===== src/rtc_pkg.sv =====
// Constants shared by both ends of the RC trim link, plus the host's register map and state encoding.
// Assumes a 20 MHz system clock and a serial link of chip select, serial clock and data.
// What this block does
// Crystal when select bit is one, else RC.
// Calibration starts only on the trim command.
// RC off in power down, reset, crystal.
// Trim is volatile; host recalibrates after loss. Here the host only clears trimmed, and software must request a new trim.
// Host: select, command, 65 clocks, deselect.
// New trim applies at 65th reference edge.
// Reference near a quarter of carrier frequency.
// External clock needs crystal select bit set.
// External clock held high in power down.
// Two channels in low power: 1 and 3.
// On/off mode single channel: channel 1.
// Never both low power modes together.
// Early deselect abandons calibration, keeps old trim.
package rtc_pkg;
    localparam int SYS_FREQ_HZ = 20000000;
    localparam int REF_FREQ_HZ = 32768;
    localparam int REF_HALF_CYC = SYS_FREQ_HZ / (2 * REF_FREQ_HZ);
    localparam int CMD_W = 8;
    localparam logic [7:0] TRIM_CMD = 8'hC4;
    localparam int REF_EDGES = 65;
    localparam int TRIM_W = 16;
    localparam int SYNC_W = 3;
    localparam logic [11:0] CTRL_OFF = 12'h000;
    localparam logic [11:0] STAT_OFF = 12'h004;
    localparam logic [11:0] CHAN_OFF = 12'h008;
    localparam int CTRL_XTAL = 0;
    localparam int CTRL_PDOWN = 1;
    localparam int CTRL_TRIM = 2;
    localparam int CTRL_EXTCLK = 3;
    localparam int STAT_BUSY = 0;
    localparam int STAT_TRIMMED = 1;
    localparam int STAT_REFUSED = 2;
    localparam int CHAN_EN_LSB = 0;
    localparam int CHAN_SCAN = 3;
    localparam int CHAN_ONOFF = 4;
    localparam logic [3:0] CTRL_RST = 4'h0;
    localparam logic [4:0] CHAN_RST = 5'h07;
    typedef enum logic [2:0] {
        RTC_IDLE = 3'b000,
        RTC_SETUP = 3'b001,
        RTC_CMD = 3'b010,
        RTC_REF = 3'b011,
        RTC_HOLD = 3'b100
    } rtc_hstate_t;
endpackage


===== src/rtc_link_if.sv =====
// Serial configuration link between the trimming host and the receiver's clock logic.
// Assumes the host makes the serial clock and the receiver only listens.
`timescale 1ns/1ns
interface rtc_link_if;
    logic cs;
    logic sclk;
    logic serial_config_port;
    modport dev (input cs, input sclk, input serial_config_port);
    modport host (output cs, output sclk, output serial_config_port);
endinterface


===== src/rtc_host_trim.sv =====
// Host end: APB registers, channel configuration checks and the RC trim sequence.
// Assumes an APB master on sys_clk and a receiver that samples data on rising serial clock edges.
//
// Design decisions made here: the APB slave port and the register addresses.
`timescale 1ns/1ns
module rtc_host_trim #(
    parameter int REF_HALF = rtc_pkg::REF_HALF_CYC
) (
    // System clock and reset
    input wire logic sys_clk,
    input wire logic srst,
    // APB slave
    input wire logic [11:0] paddr,
    input wire logic psel,
    input wire logic penable,
    input wire logic pwrite,
    input wire logic [31:0] pwdata,
    output logic [31:0] prdata,
    output logic pready,
    output logic pslverr,
    // Link
    rtc_link_if.host link,
    // Receiver configuration
    output logic xtalSel,
    output logic powerDown,
    output logic extClk,
    output logic [2:0] chanEn,
    output logic scanMode,
    output logic onOffMode
);
    import rtc_pkg::*;

    rtc_hstate_t state;
    logic [15:0] halfCnt;
    logic tick;
    logic [2:0] bitCnt;
    logic [6:0] refCnt;
    logic [7:0] cmdShift;
    logic extClkOn;
    logic busy;
    logic trimmed;
    logic refused;
    logic wrEn;
    logic rdEn;
    logic mapped;
    logic trimReq;
    logic trimOk;
    logic chanOk;
    logic refusedSet;

    // A configuration that breaks the channel constraints is refused whole.
    function automatic logic chan_legal(input logic [2:0] en, input logic scan, input logic onoff);
        logic low;
        logic [1:0] cnt;
        low = scan || onoff;
        cnt = 2'(en[0]) + 2'(en[1]) + 2'(en[2]);
        chan_legal = 1'b1;
        if (scan && onoff) begin
            chan_legal = 1'b0;
        end
        if (low && cnt == 2'h2 && en != 3'b101) begin
            chan_legal = 1'b0;
        end
        if (onoff && cnt == 2'h1 && en != 3'b001) begin
            chan_legal = 1'b0;
        end
    endfunction

    assign wrEn = psel && penable && pready && pwrite;
    assign rdEn = psel && penable && !pready && !pwrite;
    assign mapped = (paddr == CTRL_OFF) || (paddr == STAT_OFF) || (paddr == CHAN_OFF);
    assign trimReq = wrEn && paddr == CTRL_OFF && pwdata[CTRL_TRIM];
    // Trimming is pointless while the RC oscillator is off, so such a request is refused.
    assign trimOk = !busy && !xtalSel && !powerDown && !pwdata[CTRL_XTAL] && !pwdata[CTRL_PDOWN];
    assign chanOk = chan_legal(pwdata[CHAN_EN_LSB +: 3], pwdata[CHAN_SCAN], pwdata[CHAN_ONOFF]);
    assign refusedSet = (trimReq && !trimOk) || (wrEn && paddr == CHAN_OFF && !chanOk);
    assign tick = (halfCnt == 16'(REF_HALF - 1));

    // One wait state: pready rises in the second access cycle.
    always_ff @(posedge sys_clk) begin
        if (srst) begin
            pready <= 1'b0;
            pslverr <= 1'b0;
        end else begin
            pready <= psel && penable && !pready;
            pslverr <= psel && penable && !pready && !mapped;
        end
    end

    always_ff @(posedge sys_clk) begin
        if (srst) begin
            prdata <= 32'h00000000;
        end else if (rdEn) begin
            prdata <= 32'h00000000;
            unique case (paddr)
                CTRL_OFF: prdata[3:0] <= {extClkOn, 1'b0, powerDown, xtalSel};
                STAT_OFF: prdata[2:0] <= {refused, trimmed, busy};
                CHAN_OFF: prdata[4:0] <= {onOffMode, scanMode, chanEn};
                default: prdata <= 32'h00000000;
            endcase
        end
    end

    always_ff @(posedge sys_clk) begin
        if (srst) begin
            {extClkOn, powerDown, xtalSel} <= {CTRL_RST[CTRL_EXTCLK], CTRL_RST[CTRL_PDOWN], CTRL_RST[CTRL_XTAL]};
        end else if (wrEn && paddr == CTRL_OFF) begin
            xtalSel <= pwdata[CTRL_XTAL];
            powerDown <= pwdata[CTRL_PDOWN];
            extClkOn <= pwdata[CTRL_EXTCLK];
        end
    end

    always_ff @(posedge sys_clk) begin
        if (srst) begin
            {onOffMode, scanMode, chanEn} <= CHAN_RST;
        end else if (wrEn && paddr == CHAN_OFF && chanOk) begin
            chanEn <= pwdata[CHAN_EN_LSB +: 3];
            scanMode <= pwdata[CHAN_SCAN];
            onOffMode <= pwdata[CHAN_ONOFF];
        end
    end

    // Refused is sticky; a new refusal wins over a clear in the same cycle.
    always_ff @(posedge sys_clk) begin
        if (srst) begin
            refused <= 1'b0;
        end else if (refusedSet) begin
            refused <= 1'b1;
        end else if (wrEn && paddr == STAT_OFF && pwdata[STAT_REFUSED]) begin
            refused <= 1'b0;
        end
    end

    // Trimmed drops whenever the receiver's RC oscillator stops, telling software to trim again.
    always_ff @(posedge sys_clk) begin
        if (srst) begin
            trimmed <= 1'b0;
        end else if (state == RTC_HOLD && tick) begin
            trimmed <= 1'b1;
        end else if (xtalSel || powerDown) begin
            trimmed <= 1'b0;
        end
    end

    // The divider runs free; it paces the serial clock and the external clock alike.
    always_ff @(posedge sys_clk) begin
        if (srst || tick) begin
            halfCnt <= 16'h0000;
        end else begin
            halfCnt <= halfCnt + 16'h0001;
        end
    end

    // The reference must sit near a quarter of the carrier; REF_HALF sets it.
    always_ff @(posedge sys_clk) begin
        if (srst) begin
            extClk <= 1'b1;
        end else if (powerDown || !xtalSel || !extClkOn) begin
            extClk <= 1'b1;
        end else if (tick) begin
            extClk <= !extClk;
        end
    end

    always_ff @(posedge sys_clk) begin
        if (srst) begin
            state <= RTC_IDLE;
            busy <= 1'b0;
            link.cs <= 1'b0;
            link.sclk <= 1'b0;
            link.serial_config_port <= 1'b0;
            bitCnt <= 3'h0;
            refCnt <= 7'h00;
            cmdShift <= 8'h00;
        end else begin
            unique case (state)
                RTC_IDLE: begin
                    if (trimReq && trimOk) begin
                        busy <= 1'b1;
                        cmdShift <= TRIM_CMD;
                        state <= RTC_SETUP;
                    end
                end
                RTC_SETUP: begin
                    if (tick) begin
                        link.cs <= 1'b1;
                        link.serial_config_port <= cmdShift[7];
                        cmdShift <= {cmdShift[6:0], 1'b0};
                        bitCnt <= 3'h0;
                        state <= RTC_CMD;
                    end
                end
                RTC_CMD: begin
                    if (tick) begin
                        link.sclk <= !link.sclk;
                        if (link.sclk) begin
                            bitCnt <= bitCnt + 3'h1;
                            link.serial_config_port <= cmdShift[7];
                            cmdShift <= {cmdShift[6:0], 1'b0};
                            if (bitCnt == 3'h7) begin
                                link.serial_config_port <= 1'b0;
                                refCnt <= 7'h00;
                                state <= RTC_REF;
                            end
                        end
                    end
                end
                RTC_REF: begin
                    if (tick) begin
                        link.sclk <= !link.sclk;
                        if (!link.sclk) begin
                            refCnt <= refCnt + 7'h01;
                        end else if (refCnt == 7'(REF_EDGES)) begin
                            state <= RTC_HOLD;
                        end
                    end
                end
                RTC_HOLD: begin
                    if (tick) begin
                        link.cs <= 1'b0;
                        busy <= 1'b0;
                        state <= RTC_IDLE;
                    end
                end
                default: begin
                    state <= RTC_IDLE;
                end
            endcase
        end
    end
endmodule


===== src/flat_wrapper.sv =====
// flat-port wrapper written by rule: the top's interface ports become plain ports
module rtc_host_trim_flat import rtc_pkg::*;
#(
    parameter int REF_HALF = rtc_pkg::REF_HALF_CYC
)
  (sys_clk, srst, paddr, psel, penable, pwrite, pwdata, prdata, pready, pslverr, xtalSel, powerDown, extClk, chanEn, scanMode, onOffMode, link_cs, link_sclk, link_serial_config_port);
  rtc_link_if link_i ();
  input wire logic sys_clk;
  input wire logic srst;
  input wire logic [11:0] paddr;
  input wire logic psel;
  input wire logic penable;
  input wire logic pwrite;
  input wire logic [31:0] pwdata;
  output logic [31:0] prdata;
  output logic pready;
  output logic pslverr;
  output logic xtalSel;
  output logic powerDown;
  output logic extClk;
  output logic [2:0] chanEn;
  output logic scanMode;
  output logic onOffMode;
  output wire logic [$bits(link_i.cs)-1:0] link_cs;
  output wire logic [$bits(link_i.sclk)-1:0] link_sclk;
  output wire logic [$bits(link_i.serial_config_port)-1:0] link_serial_config_port;
  assign link_cs = link_i.cs;
  assign link_sclk = link_i.sclk;
  assign link_serial_config_port = link_i.serial_config_port;
  rtc_host_trim #(.REF_HALF(REF_HALF)) u_core (.sys_clk(sys_clk), .srst(srst), .paddr(paddr), .psel(psel), .penable(penable), .pwrite(pwrite), .pwdata(pwdata), .prdata(prdata), .pready(pready), .pslverr(pslverr), .link(link_i), .xtalSel(xtalSel), .powerDown(powerDown), .extClk(extClk), .chanEn(chanEn), .scanMode(scanMode), .onOffMode(onOffMode));
endmodule

===== config.mk =====
export PLATFORM = sky130hd
export DESIGN_NAME = rtc_host_trim_flat
export DESIGN_NICKNAME = d
export VERILOG_FILES = /design/src/rtc_pkg.sv /design/src/rtc_link_if.sv /design/src/rtc_host_trim.sv /design/src/flat_wrapper.sv
export SDC_FILE = /design/constraint.sdc
export NUM_CORES = 1
export LEC_CHECK = 0
export BUFFER_PORTS_ARGS = -buffer_cell sky130_fd_sc_hd__buf_2
export CORE_MARGIN = 2
export CORE_UTILIZATION = 40
export CTS_CLUSTER_SIZE = 16
export DETAILED_ROUTE_END_ITERATION = 8
export GPL_ROUTABILITY_DRIVEN = 0
export PLACE_DENSITY = 0.74
export SYNTH_ARGS = -nofsm -noshare
export SYNTH_HDL_FRONTEND = slang
export SYNTH_SLANG_ARGS = --single-unit

===== constraint.sdc =====
create_clock -name sys_clk -period 3.5 [get_ports sys_clk]
set_input_delay 0.7 -clock sys_clk [delete_from_list [all_inputs] [get_ports sys_clk]]
set_output_delay 0.7 -clock sys_clk [all_outputs]
set_load 0.01 [all_outputs]

==> flow_summary.toml, run 1 <==
[status]
outcome = "finished, final reports clean"

[layout]
fillerInstances = 740
fin_nets = 453
final_cell_mix = "57 x dfxtp_1, 40 x nor2_1, 39 x buf_2, 32 x nand2_1, 27 x conb_1"
diodes = 0
stdcell_count = 500
postLayoutCoreUtil_pct = 46.1
layout-drive-gt1-share_pct = 15.5
final_common_cell = "dfxtp_1"
area_delta_synth_final_pct = 10.8

[global_routing]
grt.overflow.total = 0
antenna_found_initial = 0
grt_start_max_net_pins = 36
grt_pass1_wl_mm = 10.4
track_usage_pct = 15.5
grt_pass1_vias = 2330

[timing]
worst_pin_slew_ns = 0.699
max_freq_ghz = 0.409
hold_violations = 0
fin_skew_ns = 0.00496
max_slew_margin_pct = 53.0
fin_crit_ns = 2.44
rsz0062_at_grt = "no"
timing.final.max_slew_violations = 0
period_share_pct = 69.8
setup_tns_ns = 0
setup_viol = 0

[clock_network]
cts_setup_buffers = 0
clock_latency_ns = 0.33
clock-root-buffer = "clkbuf_8"
cts_resized = 0
clk_pin_slew_ns = 0.06
clock_path_buffers = 2
clock_sinks = 57
cts_buffers = 9
h-tree-depth = 3
cts_tree = "done"
hold_buffers = 0

[worst_setup_path]
cp.arrival_ns = 2.64
path_class = "input pin to flop"
required_ns = 3.70
critPathMaxFanout = 6
startpoint_type = "input pin"
end_kind = "flop"
r2r_cells = 7

[worst_hold_path]
min_delay_path_depth = 1
hp-class = "flop to flop"

[pwr]
p_leak_nw = 1.32
power_density_nw_per_um2 = 388
vdd_drop_max_mv = 0.228

[yosys]
synth_top_area_share_pct = 37.4
ys_ff_latch = 57
syn_area_um2 = 3050
seq_area_frac_synth_pct = 37.4
syn_inst = 365
synth-edff-count = 0
ys_async_sr_fraction_pct = 0
synth_area_leader_cell = "dfxtp_1"
postSynthAreaPerCell_um2 = 8.35
yosys_warnings = 0
ys.flop_type = "dfxtp_1"
synth_area_leaders = "dfxtp_1 37%, buf_4 6.6%, nor2_1 4.9%, mux2i_1 4.6%, nand3_1 3.9%"
yosys.cell_types.count = 51

[drt]
drcViolationCount = 0
wl_per_cell_um = 12.2
routed-via-count = 2550
firstDrtPassIters = 4
ant_nets = 0
routed_via_density = 5.10
drt_iter0_drc = 132
finalWirelength_mm = 6.12

[flow_run]
drv_cap = 0

[floorplan]
core-area_um2 = 7330
rows = 31
die_w_um = 91.3
start_util_pct = 41.6
io_pins = 94
dieArea_um2 = 8340
die_h_um = 91.3

[placed_design]
placed_cells = 485
io_buffers = 39
dp_hpwl_mm = 4.35
## state kept, by name, indices dropped and copies added (netlist names), 3 cells and up
register,cells
u_core.bitCnt,3
u_core.chanEn,3
u_core.cmdShift,6
u_core.halfCnt,16
u_core.prdata,5
u_core.refCnt,7
u_core.state,3
## report_power, final
group          leakage [nW]  switching [W]  internal [W]
Sequential            0.460     0.00000857      0.000654
Combinational         0.766      0.0000607     0.0000285
Clock                0.0980       0.000251      0.000307
Total                  1.32       0.000321      0.000989
## layer usage
metal  global-route usage [%]  vias to the layer above  part of all wire [%]
met5                        0                        -                     0
met4                     6.94                        0                   1.9
met3                     4.23                        9                   5.2
met2                     25.4                       72                    47
met1                     18.9                     1182                    45
li1                         -                     1287                     -
## cells in the mapped netlist (5+ instances only)
master	count
buf_4	27
xnor2_1	9
and4_1	6
xor2_1	9
nor4_1	7
nand4_1	11
nor2b_1	5
nand2_1	32
o21ai_0	7
nand3_1	24
a21oi_1	18
clkbuf_1	12
dfxtp_1	57
mux2i_1	14
ha_1	6
nor3_1	14
inv_1	14
nor2_1	40
## path summary, 6_finish.rpt
kind | startpoint | slack [ns] | to
worst min register to register | u_core.extClkOn$_SDFFE_PP0N_ | 0.42 | u_core.extClk$_SDFFE_PP1N_
worst max register to register | u_core.halfCnt[0]$_SDFF_PP0_ | 1.23 | u_core.cmdShift[4]$_SDFFE_PP0P_
worst min-delay path | u_core.extClkOn$_SDFFE_PP0N_ | 0.42 | u_core.extClk$_SDFFE_PP1N_
worst max-delay path | pwdata[0] | 1.06 | u_core.chanEn[2]$_SDFFE_PP1P_
## worst max-delay path, cell delays in order
cell and delay, ns:
buf_2 0.14, inv_1 0.07, fa_1 0.54, inv_1 0.06, a31o_1 0.21, a2111oi_4 0.59
mux2i_1 0.26, nand2_1 0.07
## final cells by class
type / count / area (um2) / share of cell area [%]
Tap cell: 99 / 124 / 3.67
Inverter: 14 / 52.6 / 1.55
Sequential cell: 57 / 1140 / 33.8
Clock inverter: 3 / 15.0 / 0.444
Multi-Input combinational cell: 275 / 1680 / 49.7
Clock buffer: 12 / 165 / 4.89
Timing Repair Buffer: 40 / 203 / 6.00
## cell families (layout without fill, tap and decap cells)
group / Yosys count / count (layout) / synth area share [%]
mux: 15 / 15 / 4.96
compound gates: 44 / 44 / 10.6
fa+ha+maj: 7 / 7 / 3.12
buf+inv: 59 / 69 / 10.7
other cells: 1 / 27 / 0.123
xor+xnor: 18 / 18 / 5.17
simple gates: 164 / 164 / 27.9
flops: 57 / 57 / 37.4
## per-stage QoR
| stage | setup WS, ns | power (W) | area [um2] | hold WS (ns) |
|---|---|---|---|---|
| floorplan | 1.06 | 0.000760 | 3150 | 0.383 |
| global placement | 0.790 | 0.000763 | 3200 | 0.409 |
| detailed placement | 0.718 | 0.000765 | 3200 | 0.402 |
| CTS | 1.07 | 0.00132 | 3380 | 0.422 |
| global route | 0.950 | 0.00136 | 3380 | 0.448 |
| finish | 1.06 | 0.00131 | 3380 | 0.422 |
No activity file was read; power rests on OpenSTA's default activity.
==> inputs of run 2 (changes only) <==
--- a/config.mk
+++ b/config.mk
@@ -5,13 +5,14 @@
 export SDC_FILE = /design/constraint.sdc
 export NUM_CORES = 1
 export LEC_CHECK = 0
+export ABC_AREA = 1
 export BUFFER_PORTS_ARGS = -buffer_cell sky130_fd_sc_hd__buf_2
 export CORE_MARGIN = 2
 export CORE_UTILIZATION = 40
 export CTS_CLUSTER_SIZE = 16
 export DETAILED_ROUTE_END_ITERATION = 8
 export GPL_ROUTABILITY_DRIVEN = 0
-export PLACE_DENSITY = 0.74
+export PLACE_DENSITY = 0.73
 export SYNTH_ARGS = -nofsm -noshare
 export SYNTH_HDL_FRONTEND = slang
 export SYNTH_SLANG_ARGS = --single-unit
==> constraint.sdc (replaced) <==
create_clock -name sys_clk -period 2.5 [get_ports sys_clk]
set_input_delay 0.5 -clock sys_clk [delete_from_list [all_inputs] [get_ports sys_clk]]
set_output_delay 0.5 -clock sys_clk [all_outputs]
set_load 0.01 [all_outputs]
==> flow_summary.toml, run 2 <==
[pwr]
p_comb_share_pct = 23.2
power_density_nw_per_um2 = 687
clockPowerShare_pct = 35.7
p_leak_nw = 1.65
vdd_drop_max_mv = 0.249
switching_share_pct = 31.7
seqPwrFrac_pct = 41.2
power_switching_w = 0.000800
intPower_w = 0.00172

[clock_network]
clock_latency_ns = 0.34
cts_setup_buffers = 0
cts_resized = 0
cts_buffers = 9
cts_tree = "done"
clock_path_buffers = 2
hold_buffers = 0
clock_sinks = 57
clk_pin_slew_ns = 0.06
h-tree-depth = 3
clock-root-buffer = "clkbuf_8"

[drt]
drt_iter0_drc = 132
finalWirelength_mm = 6.78
wl_per_cell_um = 10.6
firstDrtPassIters = 4
drcViolationCount = 0
routed_via_density = 4.64
ant_nets = 0
routed-via-count = 2962

[worst_setup_path]
critPathBufInv = 4
path_class = "input pin to flop"
critPathMaxFanout = 6
required_ns = 2.73
cp_common_cell = "inv_1"
cp_slowest_cell = "fa_1"
path_delay_family = "adder cells"
timing.rr.start = "u_core.halfCnt[0]$_SDFF_PP0_"
end_kind = "flop"
startpoint_type = "input pin"
cp_slowest_stage_delay_ns = 0.53
crit_chain = "buf_2 -> inv_1 -> fa_1 -> inv_1 -> a31oi_1 -> o21ai_0 -> nor2_2 -> inv_1 -> nor2_1 -> nor2_1"
r2r-end = "u_core.halfCnt[14]$_SDFF_PP0_"
cp.arrival_ns = 2.11
r2r_cells = 10
r2r_slack_ns = 0.70

[floorplan]
die_h_um = 94.4
dieArea_um2 = 8910
io_pins = 94
die_w_um = 94.4
start_util_pct = 41.9
core-area_um2 = 7810
rows = 32

[timing]
max_freq_ghz = 0.533
rsz0062_at_grt = "no"
setup_tns_ns = 0
period_share_pct = 75.0
fin_skew_ns = 0.00685
timing.final.max_slew_violations = 0
worst_pin_slew_ns = 0.531
fin_crit_ns = 1.87
setup_viol = 0
hold_violations = 0
max_slew_margin_pct = 64.3

[yosys]
synth_top_area_share_pct = 34.9
synth_area_leader_cell = "dfxtp_1"
synth_most_common_cell = "nand2_1"
synth-edff-count = 0
ys_async_sr_fraction_pct = 0
seq_area_frac_synth_pct = 34.9
ys.flop_type = "dfxtp_1"
synth_area_leaders = "dfxtp_1 35%, nand2_1 11%, nor2_1 8.6%, inv_1 7.1%, buf_4 6.4%"
yosys_warnings = 0
syn_area_um2 = 3270
syn_inst = 487
synthTopCellsByCount = "92 x nand2_1, 75 x nor2_1, 62 x inv_1"
yosys.cell_types.count = 40
ys_ff_latch = 57
postSynthAreaPerCell_um2 = 6.71

[placed_design]
placed_cells = 622
post_dp_cell_area_um2 = 3470
io_buffers = 39
dp_hpwl_mm = 5.20

[global_routing]
grt_pass1_vias = 2704
track_usage_pct = 16.5
grt_start_max_net_pins = 17
grt.overflow.total = 0
grt_pass1_wl_mm = 11.7
antenna_found_initial = 0

[layout]
area_delta_synth_final_pct = 12.4
stdcell_count = 638
final_area_um2 = 3670
layout-drive-gt1-share_pct = 17.2
diodes = 0
largest_register = "u_core.halfCnt"
final_common_cell = "nand2_1"
largestRegisters = "u_core.halfCnt x16, u_core.refCnt x7, u_core.cmdShift x6"
largest_reg_flops = 16
final_cell_mix = "92 x nand2_1, 75 x nor2_1, 62 x inv_1, 57 x dfxtp_1, 39 x buf_2"
fin_nets = 587

[status]
outcome = "finished, final reports clean"

[worst_hold_path]
hp-class = "input pin to flop"
hold_path_end = "u_core.chanEn[2]$_SDFFE_PP1P_"
worstHoldStart = "pwdata[2]"
min_delay_path_depth = 3

[flow_run]
drv_cap = 0
run 2: power groups by stage:
stage | logic [W] | registers [W] | clock network, W
detailed placement | 0.000586 | 0.00106 | 0
finish | 0.000584 | 0.00104 | 0.000900
global placement | 0.000571 | 0.00105 | 0
CTS | 0.000589 | 0.00104 | 0.000919
floorplan | 0.000509 | 0.00105 | 0
global route | 0.000694 | 0.00105 | 0.000961
run 2: layer usage:
layer,vias to the layer above,global-route usage (%),part of all wire (%)
met5,-,0,0
met4,0,6.52,1.8
met3,8,3.91,5.1
met2,70,27.6,46
met1,1311,20.4,48
li1,1573,-,-
run 2: cells by family after synthesis:
family	count (synthesis)	synth area share, %
compound gates	65	10.8
xor+xnor	7	1.88
fa+ha+maj	7	2.91
buf+inv	105	15.3
flops	57	34.9
other cells	1	0.115
simple gates	245	34.1
run 2: worst max path at each step:
| stage | cells after the start | to | from |
|---|---|---|---|
| 2_1_floorplan | 9 | u_core.onOffMode$_SDFFE_PP0P_ | pwdata[0] |
| 3_3_place_gp | 10 | u_core.scanMode$_SDFFE_PP0P_ | pwdata[0] |
| 3_5_place_dp | 10 | u_core.onOffMode$_SDFFE_PP0P_ | pwdata[0] |
| 4_1_cts | 10 | u_core.onOffMode$_SDFFE_PP0P_ | pwdata[0] |
| 5_1_grt | 10 | u_core.scanMode$_SDFFE_PP0P_ | pwdata[0] |
| 6_report | 10 | u_core.onOffMode$_SDFFE_PP0P_ | pwdata[0] |
run 2: cell type report:
cell class              instances  area (um2)
clock buffers                  14         173
well taps                     102         128
inverters                      72         270
flip-flops and latches         57        1140
fillers                       798        4130
multi-input cells             351        1720
repair buffers                 40         203
clock inverters                 2        35.0
run 2: metrics by stage:
stage          utilization (%)  power [W]  setup WS (ns)  hold WS (ns)
6_report                  47.1    0.00252          0.625         0.417
5_1_grt                   47.1    0.00270          0.472         0.420
4_1_cts                   47.1    0.00255          0.638         0.402
3_5_place_dp              44.4    0.00164          0.279         0.455
3_3_place_gp              44.4    0.00163          0.360         0.442
2_1_floorplan                -    0.00156          0.621         0.430
run 2: worst min-delay path, stage by stage:
cell,delay [ns]
buf_2,0.11
nand2_1,0.05
nand3_1,0.06
==> inputs of run 3 (changes only) <==
==> constraint.sdc (replaced) <==
create_clock -name sys_clk -period 1.8 [get_ports sys_clk]
set_input_delay 0.36 -clock sys_clk [delete_from_list [all_inputs] [get_ports sys_clk]]
set_output_delay 0.36 -clock sys_clk [all_outputs]
set_load 0.01 [all_outputs]
==> flow_summary.toml, run 3 (synthesis results as in run 2) <==
[status]
outcome = "finished, final reports clean"

[layout]
diodes = 0
largest_reg_flops = 16
final_cell_mix = "92 x nand2_1, 73 x nor2_1, 62 x inv_1, 56 x dfxtp_1, 39 x buf_2"
multiInputGateArea_um2 = 1750
layout-drive-gt1-share_pct = 20.7
register_area_um2 = 1140
fin_nets = 602
largestRegisters = "u_core.halfCnt x16, u_core.refCnt x7, u_core.cmdShift x6"
postLayoutCoreUtil_pct = 49.2
fillerInstances = 795
area_delta_synth_final_pct = 17.4
largest_register = "u_core.halfCnt"
final_common_cell = "nand2_1"

[timing]
rsz0062_at_grt = "no"
max_freq_ghz = 0.602
setup_tns_ns = 0
worst_pin_slew_ns = 0.508
period_share_pct = 92.3
timing.final.max_slew_violations = 0
max_slew_margin_pct = 65.9
fin_crit_ns = 1.66
hold_violations = 0
fin_skew_ns = 0.00942
setup_viol = 0

[worst_setup_path]
startpoint_type = "flop"
end_kind = "flop"
required_ns = 2.02
cp.arrival_ns = 1.88
r2r_slack_ns = 0.14
path_class = "flop to flop"
critPathMaxFanout = 4

[floorplan]
io_pins = 94
core-area_um2 = 7810
die_w_um = 94.4
start_util_pct = 41.9
rows = 32
die_h_um = 94.4
dieArea_um2 = 8910

[clock_network]
clock_sinks = 57
cts_tree = "done"
clk_pin_slew_ns = 0.07
cts_setup_buffers = 0
cts_buffers = 9
clock_latency_ns = 0.33
h-tree-depth = 3
clock_path_buffers = 2
clock-root-buffer = "clkbuf_8"

[pwr]
power_density_nw_per_um2 = 954
finalPower_w = 0.00366
p_leak_nw = 1.74
vdd_drop_max_mv = 0.491

[worst_hold_path]
hp-class = "input pin to flop"

[drt]
firstDrtPassIters = 4
finalWirelength_mm = 6.96
drt_iter0_drc = 161
routed_via_density = 4.70
wl_per_cell_um = 10.7
ant_nets = 0
routed-via-count = 3072
drcViolationCount = 0

[global_routing]
grt_pass1_vias = 2890
grt_start_max_net_pins = 12
track_usage_pct = 17.1
antenna_found_initial = 0
grt_pass1_wl_mm = 12.1
grt.overflow.total = 0

[flow_run]
drv_cap = 0

[placed_design]
io_buffers = 39
dp_hpwl_mm = 5.40
run 3: cell types whose count changed in the layout (fill, tap and decap cells not counted), moves of 2 or more:
| cell | previous run | this run |
|---|---|---|
| buf_4 | 1 | 16 |
| clkinvlp_4 | 0 | 2 |
| nand2_2 | 3 | 1 |
| nand2_4 | 1 | 3 |
| nand3_1 | 36 | 34 |
| nand3_2 | 4 | 6 |
| nor2_1 | 75 | 73 |
| nor2_2 | 10 | 12 |
run 3: worst max-delay path, stage by stage (launching register included):
cell and delay [ns]:
dfxtp_1 0.36, ha_2 0.20, nand3_2 0.10, nor2_2 0.13, nand2_1 0.07, nor2_2 0.14
nand3_2 0.12, nor2_2 0.13, nand2_1 0.08, o21ai_1 0.15, nor2_1 0.05
run 3: layout make-up:
class,count,area share (%)
clock buffer,12,4.04
multi-input combinational,351,45.6
sequential,57,29.8
tap,102,3.33
timing repair buffer,55,8.22
inverter,72,7.04
clock inverter,4,1.96
run 3: what timing repair did:
| action | CTS | global route |
|---|---|---|
| gates resized for setup | 1 | 8 |
| hold buffers | 0 | 0 |
| setup endpoints to repair | 1 | 21 |
| pin swaps | 0 | 2 |
run 3: path summary, 6_finish.rpt:
path | startpoint | end | cells past startpoint
max | u_core.halfCnt[1]$_SDFF_PP0_ | u_core.halfCnt[14]$_SDFF_PP0_ | 10
min | pwdata[1] | u_core.chanEn[1]$_SDFFE_PP1P_ | 3
max reg2reg | u_core.halfCnt[1]$_SDFF_PP0_ | u_core.halfCnt[14]$_SDFF_PP0_ | 10
min reg2reg | u_core.halfCnt[0]$_SDFF_PP0_ | u_core.halfCnt[0]$_SDFF_PP0_ | 1
run 3: layer usage:
layer	wire, um	up-vias	track usage (%)
li1	-	1600	-
met1	3290	1383	20.6
met2	3170	79	28.8
met3	363	10	5.11
met4	137	0	6.16
met5	0	-	0
run 3: report_power, final:
part / leakage (nW) / internal (W) / switching, W / total (W)
clock: 0.109 / 0.000856 / 0.000512 / 0.00137
sequential: 0.462 / 0.00136 / 0.0000807 / 0.00144
combinational: 1.17 / 0.000302 / 0.000549 / 0.000850
total: 1.74 / 0.00252 / 0.00114 / 0.00366
run 3: through the flow:
stage          setup slack (ns)  hold WS [ns]  area [um2]  instances
6_report                  0.139         0.276        3840        653
5_1_grt                  0.0144         0.274        3840        653
4_1_cts                  0.0404         0.270        3810        653
3_5_place_dp             -0.181         0.457        3580        637
3_3_place_gp            -0.0810         0.447        3580        637
2_1_floorplan            0.0614         0.430        3370        513
